`src/verilog/hbf_regs.vh`:
```
`ifndef HBF_REGS_VH
`define HBF_REGS_VH
// serial output status bit positions
`define HBF_SO_THERMAL_WARN 4'h0
`define HBF_SO_LOW_LOAD 4'hD
`define HBF_SO_SUPPLY_FAULT 4'hE
`define HBF_SO_LATCHED 4'hF
// serial input control bit positions
`define HBF_SI_OV_TRIP 4'h0
`define HBF_SI_LOW_LOAD_TRIP 4'hD
// per-bridge fault codes
`define HBF_CODE_NONE 2'h0
`define HBF_CODE_OVERCURRENT 2'h1
`define HBF_CODE_LOW_LOAD 2'h2
`define HBF_CODE_THERMAL 2'h3
// reset values
`define HBF_RST_CFG 1'h0
`endif

```
`src/verilog/hbf_sync.v`:
```
`timescale 1ns/100ps
`default_nettype none
// ----------------------------------------
// two-stage synchroniser for a bus of levels
// ----------------------------------------
module hbf_sync #(
	parameter W = 1
) (
	// clock
	input wire clk,
	input wire ce,
	// data
	input wire [W-1:0] d,
	output wire [W-1:0] q
);
	reg [W-1:0] meta_reg;
	reg [W-1:0] sync_reg;
	// first stage only feeds the second
	always @(posedge clk)
	begin
		if (ce)
		begin
			meta_reg <= d;
			sync_reg <= meta_reg;
		end
	end
	assign q = sync_reg;
endmodule // hbf_sync
`default_nettype wire

```
`src/verilog/hbf_bridge.v`:
```
`timescale 1ns/100ps
`default_nettype none
`include "hbf_regs.vh"
// ----------------------------------------
// fault state of one half-bridge
// ----------------------------------------
module hbf_bridge (
	// clock and reset
	input wire clk,
	input wire rst,
	input wire ce,
	// conditions, synchronised
	input wire tsd,
	input wire oc,
	input wire low_load_flag,
	input wire uld_trip,
	// clear request and new configuration
	input wire clr,
	input wire tsd_clear_ok,
	input wire load,
	input wire cfg_en,
	input wire cfg_side,
	// state out
	output wire en_out,
	output wire side_out,
	output wire latched_off,
	output wire [1:0] code,
	output wire tsd_seen,
	output wire uld_seen
);
	reg en_reg;
	reg side_reg;
	reg off_reg;
	reg oc_reg;
	reg uld_reg;
	reg tsd_reg;
	wire trip;
	wire clr_tsd;
	wire off_clr;
	// a new latched cause this cycle
	assign trip = tsd | oc | (low_load_flag & uld_trip);
	assign clr_tsd = clr & tsd_clear_ok;
	// latch-off released, overheat needs a cool die
	assign off_clr = clr & (~tsd_reg | clr_tsd);
	// flags: set wins over clear, tsd needs cool die to clear
	always @(posedge clk)
	begin
		if (rst)
		begin
			oc_reg <= 1'h0;
			uld_reg <= 1'h0;
			tsd_reg <= 1'h0;
			off_reg <= 1'h0;
		end
		else if (ce)
		begin
			oc_reg <= oc | (oc_reg & ~clr); // RQ15
			uld_reg <= low_load_flag | (uld_reg & ~clr); // RQ10
			tsd_reg <= tsd | (tsd_reg & ~clr_tsd); // RQ5 RQ6
			off_reg <= trip | (off_reg & ~off_clr); // RQ4 RQ16
		end
	end
	// configuration: latched fault forces zero, clear precedes reload
	always @(posedge clk)
	begin
		if (rst)
		begin
			en_reg <= `HBF_RST_CFG;
			side_reg <= `HBF_RST_CFG;
		end
		else if (ce)
		begin
			if (trip)
			begin
				en_reg <= 1'h0; // RQ7
				side_reg <= 1'h0; // RQ7
			end
			else if (load & (~off_reg | off_clr)) // RQ8
			begin
				en_reg <= cfg_en; // RQ17
				side_reg <= cfg_side;
			end
		end
	end
	assign en_out = en_reg & ~off_reg;
	assign side_out = side_reg;
	assign latched_off = off_reg;
	assign tsd_seen = tsd_reg;
	assign uld_seen = uld_reg; // RQ10
	// overcurrent code masks low-load code
	assign code = oc_reg ? `HBF_CODE_OVERCURRENT : // RQ15
		(uld_reg ? `HBF_CODE_LOW_LOAD : (tsd_reg ? `HBF_CODE_THERMAL : `HBF_CODE_NONE));
endmodule // hbf_bridge
`default_nettype wire

```
`src/verilog/hbf_fault_manager.v`:
```
// Function
// RQ1 - Warm die sets status bit 0 while drivers stay active.
// RQ2 - The warning bit follows the sensor and clears itself when cool.
// RQ3 - Each bridge has its own shutdown sensor input.
// RQ4 - A bridge that overheats has both its drivers latched off, others untouched.
// RQ5 - Overheat sets a latched flag at status bit 15 that outlives the heat.
// RQ6 - That flag clears only on a clear frame while the die is below shutdown level; the code also clears it on an enable pin cycle.
// RQ7 - A latched fault zeroes the bridge enable and side select bits.
// RQ8 - The host clears flags and then resends configuration to restart a bridge.
// RQ9 - A locked-out bridge resumes its programmed state when the fault goes.
// RQ10 - A latched flag may stay set while outputs remain on.
// RQ11 - Latched faults clear on a clear frame, an enable pin cycle, or reset.
// RQ12 - Supply undervoltage locks all drivers off, keeps configuration, self-recovers.
// RQ13 - Supply overvoltage turns outputs off only with the trip enable bit set.
// RQ14 - Supply under or overvoltage sets self-clearing status bit 14.
// RQ15 - Overcurrent latches the bridge off, sets the global flag, code 01 wins.
// RQ16 - Low-load trips the bridge off only when its trip enable is set.
// RQ17 - Clear requests act at the end of a good frame, before new configuration.
`timescale 1ns/100ps
`default_nettype none
`include "hbf_regs.vh"
module hbf_fault_manager #(
	parameter NB = 6
) (
	// clock, reset, enable
	input wire CLK,
	input wire RST,
	input wire CE,
	// analog condition inputs, asynchronous
	input wire THERMAL_WARN_IN,
	input wire [NB-1:0] THERMAL_SHUTDOWN_IN,
	input wire [NB-1:0] OVERCURRENT_IN,
	input wire [NB-1:0] LOW_LOAD_IN,
	input wire SUPPLY_UNDERVOLT_IN,
	input wire SUPPLY_OVERVOLT_IN,
	input wire ENABLE_PIN,
	// decoded frame from the serial shifter, same clock
	input wire FRAME_VALID,
	input wire STATUS_CLEAR_REQUEST,
	input wire OVERVOLTAGE_TRIP_ENABLE,
	input wire LOW_LOAD_TRIP_ENABLE,
	input wire [NB-1:0] BRIDGE_OUTPUT_ENABLE,
	input wire [NB-1:0] BRIDGE_SIDE_SELECT,
	// driver controls
	output reg [NB-1:0] DRIVE_ENABLE,
	output reg [NB-1:0] DRIVE_SIDE,
	output reg [NB-1:0] LATCHED_OFF,
	// status word
	output reg [15:0] STATUS_WORD,
	output reg [2*NB-1:0] BRIDGE_FAULT_CODE
);
	// ----------------------------------------
	// synchronisers
	// ----------------------------------------
	localparam SW = 3*NB + 4;
	wire [SW-1:0] s_q;
	wire tw_s;
	wire [NB-1:0] tsd_s;
	wire [NB-1:0] oc_s;
	wire [NB-1:0] uld_s;
	wire uv_s;
	wire ov_s;
	wire en_s;
	hbf_sync #(.W(SW)) u_sync (
		.clk(CLK),
		.ce(CE),
		.d({THERMAL_WARN_IN, THERMAL_SHUTDOWN_IN, OVERCURRENT_IN, LOW_LOAD_IN,
			SUPPLY_UNDERVOLT_IN, SUPPLY_OVERVOLT_IN, ENABLE_PIN}),
		.q(s_q)
	);
	assign {tw_s, tsd_s, oc_s, uld_s, uv_s, ov_s, en_s} = s_q;

	// ----------------------------------------
	// trip options and clear sources
	// ----------------------------------------
	reg ov_trip_reg;
	reg uld_trip_reg;
	reg en_prev_reg;
	wire frame_clr;
	wire pin_cycle;
	wire clr_any;
	wire load;
	// options take effect with each good frame
	always @(posedge CLK)
	begin
		if (RST)
		begin
			ov_trip_reg <= 1'h0;
			uld_trip_reg <= 1'h0;
			en_prev_reg <= 1'h1; // idle high pin, no false cycle after reset
		end
		else if (CE)
		begin
			en_prev_reg <= en_s;
			if (FRAME_VALID)
			begin
				ov_trip_reg <= OVERVOLTAGE_TRIP_ENABLE;
				uld_trip_reg <= LOW_LOAD_TRIP_ENABLE;
			end
		end
	end
	assign frame_clr = FRAME_VALID & STATUS_CLEAR_REQUEST; // RQ17
	assign pin_cycle = en_s & ~en_prev_reg; // RQ11
	assign clr_any = frame_clr | pin_cycle; // RQ11
	assign load = FRAME_VALID;

	// ----------------------------------------
	// per-bridge fault state
	// ----------------------------------------
	wire [NB-1:0] b_en;
	wire [NB-1:0] b_side;
	wire [NB-1:0] b_off;
	wire [NB-1:0] b_tsd;
	wire [NB-1:0] b_uld;
	wire [2*NB-1:0] b_code;
	genvar i;
	generate
		for (i = 0; i < NB; i = i + 1)
		begin : g_br
			hbf_bridge u_br (
				.clk(CLK),
				.rst(RST),
				.ce(CE),
				.tsd(tsd_s[i]), // RQ3
				.oc(oc_s[i]),
				.low_load_flag(uld_s[i]),
				.uld_trip(uld_trip_reg), // RQ16
				.clr(clr_any),
				.tsd_clear_ok(~tsd_s[i] | pin_cycle), // RQ6
				.load(load),
				.cfg_en(BRIDGE_OUTPUT_ENABLE[i]),
				.cfg_side(BRIDGE_SIDE_SELECT[i]),
				.en_out(b_en[i]),
				.side_out(b_side[i]),
				.latched_off(b_off[i]),
				.code(b_code[2*i+1:2*i]),
				.tsd_seen(b_tsd[i]),
				.uld_seen(b_uld[i])
			);
		end
	endgenerate

	// ----------------------------------------
	// global flags held in the bridges
	// ----------------------------------------
	reg any_oc;
	reg any_uld;
	integer k;
	always @*
	begin
		any_oc = 1'h0;
		any_uld = |b_uld; // global low-load bit even when code shows overcurrent
		for (k = 0; k < NB; k = k + 1)
		begin
			any_oc = any_oc | (b_code[2*k+:2] == `HBF_CODE_OVERCURRENT);
		end
	end
	wire lockout;
	wire latched_any;
	assign lockout = uv_s | (ov_s & ov_trip_reg); // RQ12 RQ13
	assign latched_any = (|b_tsd) | any_oc; // RQ5 RQ15

	// ----------------------------------------
	// registered outputs
	// ----------------------------------------
	always @(posedge CLK)
	begin
		if (RST)
		begin
			DRIVE_ENABLE <= {NB{1'h0}};
			DRIVE_SIDE <= {NB{1'h0}};
			LATCHED_OFF <= {NB{1'h0}};
			STATUS_WORD <= 16'h0000;
			BRIDGE_FAULT_CODE <= {2*NB{1'h0}};
		end
		else if (CE)
		begin
			// lockout masks drives but keeps configuration
			DRIVE_ENABLE <= lockout ? {NB{1'h0}} : b_en; // RQ9 RQ12
			DRIVE_SIDE <= b_side;
			LATCHED_OFF <= b_off;
			BRIDGE_FAULT_CODE <= b_code;
			STATUS_WORD <= 16'h0000;
			STATUS_WORD[`HBF_SO_THERMAL_WARN] <= tw_s; // RQ1 RQ2
			STATUS_WORD[`HBF_SO_LOW_LOAD] <= any_uld; // RQ10
			STATUS_WORD[`HBF_SO_SUPPLY_FAULT] <= uv_s | ov_s; // RQ14
			STATUS_WORD[`HBF_SO_LATCHED] <= latched_any; // RQ5
		end
	end
endmodule // hbf_fault_manager
`default_nettype wire

```
`config.mk`:
```
export PLATFORM = sky130hd
export DESIGN_NAME = hbf_fault_manager
export DESIGN_NICKNAME = d
export VERILOG_FILES = /design/src/verilog/hbf_sync.v /design/src/verilog/hbf_bridge.v /design/src/verilog/hbf_fault_manager.v
export VERILOG_INCLUDE_DIRS = /design/src /design/src/verilog
export SDC_FILE = /design/constraint.sdc
export NUM_CORES = 1
export LEC_CHECK = 0
export BUFFER_PORTS_ARGS = -buffer_cell sky130_fd_sc_hd__buf_4
export CAP_MARGIN = 5
export CELL_PAD_IN_SITES_DETAIL_PLACEMENT = 1
export CELL_PAD_IN_SITES_GLOBAL_PLACEMENT = 2
export CORE_UTILIZATION = 30
export DETAILED_ROUTE_END_ITERATION = 8
export GPL_TIMING_DRIVEN = 0
export PLACE_DENSITY = 0.66
export SYNTH_ARGS = -nofsm -noshare
export SYNTH_HDL_FRONTEND = slang
export SYNTH_HIERARCHICAL = 1
export SYNTH_SLANG_ARGS = --single-unit
```
`constraint.sdc`:
```
create_clock -name CLK -period 2.39 [get_ports CLK]
set_input_delay 0.1195 -clock CLK [delete_from_list [all_inputs] [get_ports CLK]]
set_output_delay 0.1195 -clock CLK [all_outputs]
set_load 0.03 [all_outputs]
```
==> results.tsv <==
metric	value	unit
Num Clock Sinks	117	
CTS root buffer	clkbuf_16	
worst clock skew	9.092	ps
chip height	129.3	µm
Post-Syn Area	0.004863	mm²
# IOs	87	
Yosys top cell area share	30.05	%
Setup Fix Bufs, Post-CTS	0	
Achievable Freq	463.3	MHz
Tcrit/Tclk final	90.31	%
Max-Cap Viols	0	
grt total ovfl	0	
Synth Area per Inst	10.67	µm²
relative slew slack	47.42	%
synthesized flop and latch total	117	
starting density of the core	30.73	%
Synthesis Warnings	6	
Internal	4.124	mW
Final ANT Viol Nets	0	
Worst Path Buf+Inv	0	
Req. time, crit path	2660	ps
Hold Fails Final Rpt	0	
Port Buffer Count	73	
maximum clock insertion buffer count	2	
Routed WL per cell	16.67	µm
most frequent cells in the layout	buf_4, dfxtp_1, nor2_1	
Total GRT Usage	17.04	%
CP cell instances	nand2b_1 -> nand2_2 -> and2b_1 -> o311ai_0 -> o221ai_1	
non-filler cells, final	812	
largest net degree at the start of global routing	53	
DP HPWL	9382	µm
post-synthesis sequential area ratio	57.22	%
CP Class	reg2reg	
clk slew on worst S/H paths	60	ps
critical path peak fanout	24	
unrepaired setup endpoints after global routing	false	
switching share of power	23.87	%
Tmin final	2158	ps
clk_lat worst skew	410	ps
layout cells sized above 1	22.48	%
clock group share of total power	47.7	%
Critical Path End Type	flop	
initial antenna violation count	0	
P&R area growth vs syn	35.27	%
Comb pwr share	10.0	%
fraction of power consumed by sequential logic	42.3	%
final WL	13540	µm
Final #Nets	624	
core box area	0.01583	mm²
switching pwr	1.293	mW
number of remaining DRC errors	0	
run status	finished clean	
Die Width	129.3	µm
maximum vdd drop	0.5264	mV
max incr delay on CP	550	ps
Placement Cell Area	0.005723	mm²
Startpoint Class	flop	
# setup viols final	0	
Leak Pwr	2.766	nW
GP Congestion	0.7673	
DRT Pass-1 Iters	4	
most common cell after layout, fill and taps aside	buf_4	
# rows	46	
max-slew violation count	0	
placed insts	756	
PD cells	823.4	mW/mm²
n_diodes	0	
global-route wire length before repair	20800	µm
vias post-DR	3871	
Total Power	5.417	mW
top cells by area, synth	dfxtp_1, edfxtp_1, mux2i_1, nor2_1, nor2b_1	
Hold Crit Class	in2reg	
Worst EP arrival	2420	ps
post-route cell area	0.006579	mm²
Netlist cell types	36	
vias in the first global route	3947	
die area	0.01673	mm²
H-tree levels	4	
Via density	4.767	
post-synthesis cell count	456	
largest area contributor in the synthesized netlist	dfxtp_1	
initial DRC count	209	
CTS tree	done	
total negative setup slack	0	ps
Top delay family on crit path	simple AND/OR/NAND/NOR gates	
total CTS buffers	17	
Slew @ Worst Pin	788.7	ps
Worst path slowest cell	nand2_2	
## metal layers
layer | share of wire [%] | up-vias | routed length, µm | GRT usage (%)
li1 | - | 1881 | - | -
met1 | 44 | 1911 | 5919 | 19.77
met2 | 52 | 67 | 6991 | 29.89
met3 | 3.5 | 12 | 477 | 4.707
met4 | 1.1 | 0 | 149 | 6.298
met5 | 0 | - | 0 | 0
## logic make-up after synthesis
group,Yosys count,share of synthesized area (%)
mux,25,5.145
flops,117,57.22
compound gates,81,13.22
simple gates,172,18.57
buf+inv,60,5.763
other cells,1,0.07711
## power by group through the flow
stage / clock network, mW / logic (mW) / registers, mW
after floorplan: 0 / 0.284 / 2.34
after global placement: 0 / 0.500 / 2.33
after detailed placement: 0 / 0.513 / 2.33
after CTS: 2.64 / 0.546 / 2.29
after global routing: 2.72 / 0.592 / 2.31
final: 2.58 / 0.543 / 2.29
## synthesized netlist by cell type
cell	instances
nor2b_1	22
mux2i_1	25
a21o_2	6
buf_4	14
o31ai_1	6
inv_1	28
and3b_1	6
o221ai_1	12
nand4b_1	12
a2111oi_0	1
nor4_1	1
o21bai_1	1
or4b_4	1
a22oi_1	18
a32oi_1	6
nand2b_1	7
nor3_1	1
and2b_2	6
or3_1	6
nand3_1	8
nand2_1	30
a31oi_1	1
conb_1	1
edfxtp_1	44
a21oi_1	8
buf_2	2
a211o_1	1
a311oi_1	1
nor2_1	65
buf_1	8
o311ai_0	12
and2b_1	7
clkbuf_1	8
dfxtp_1	73
a211oi_1	7
a221oi_2	1
## worst paths after layout
check                                     start                               end  slack (ps)  depth (start not counted)
setup / recovery       en_prev_reg$_SDFFE_PP1P_  g_br[2].u_br/en_reg$_SDFFE_PP0P_         230                          5
hold / removal          BRIDGE_OUTPUT_ENABLE[4]  g_br[4].u_br/en_reg$_SDFFE_PP0P_          50                          3
setup reg to reg       en_prev_reg$_SDFFE_PP1P_  g_br[2].u_br/en_reg$_SDFFE_PP0P_         230                          5
hold reg to reg   u_sync/meta_reg[14]$_DFFE_PP_            u_sync/q[14]$_DFFE_PP_         420                          0
## layout make-up
type	count	area, µm²
Buffer	32	175.2
Clock buffer	26	551.8
Clock inverter	6	61.31
Fill cell	1769	9249
Inverter	28	105.1
Multi-Input combinational cell	290	1844
Sequential cell	117	2783
Tap cell	216	270.3
Timing Repair Buffer	97	788.3
## through the flow
stage	hold slack [ps]	setup slack, ps	utilization [%]
after floorplan	218.4	713.8	-
after global placement	297.2	-80.81	36.16
after detailed placement	298.8	-90.07	36.16
after CTS	36.86	194.2	41.57
after global routing	47.22	39.28	41.57
final	54.26	231.7	41.57
## worst min-delay path: stages
cell and delay (ps):
buf_4 110, nand4b_1 80, o221ai_1 90
## timing repair
item / CTS / global route
gates resized for setup: 1 / 0
endpoints found under the setup margin: 12 / 0
hold buffers: 24 / 0
hold endpoints to repair: 24 / 0
(Power assumes the default switching activity.)
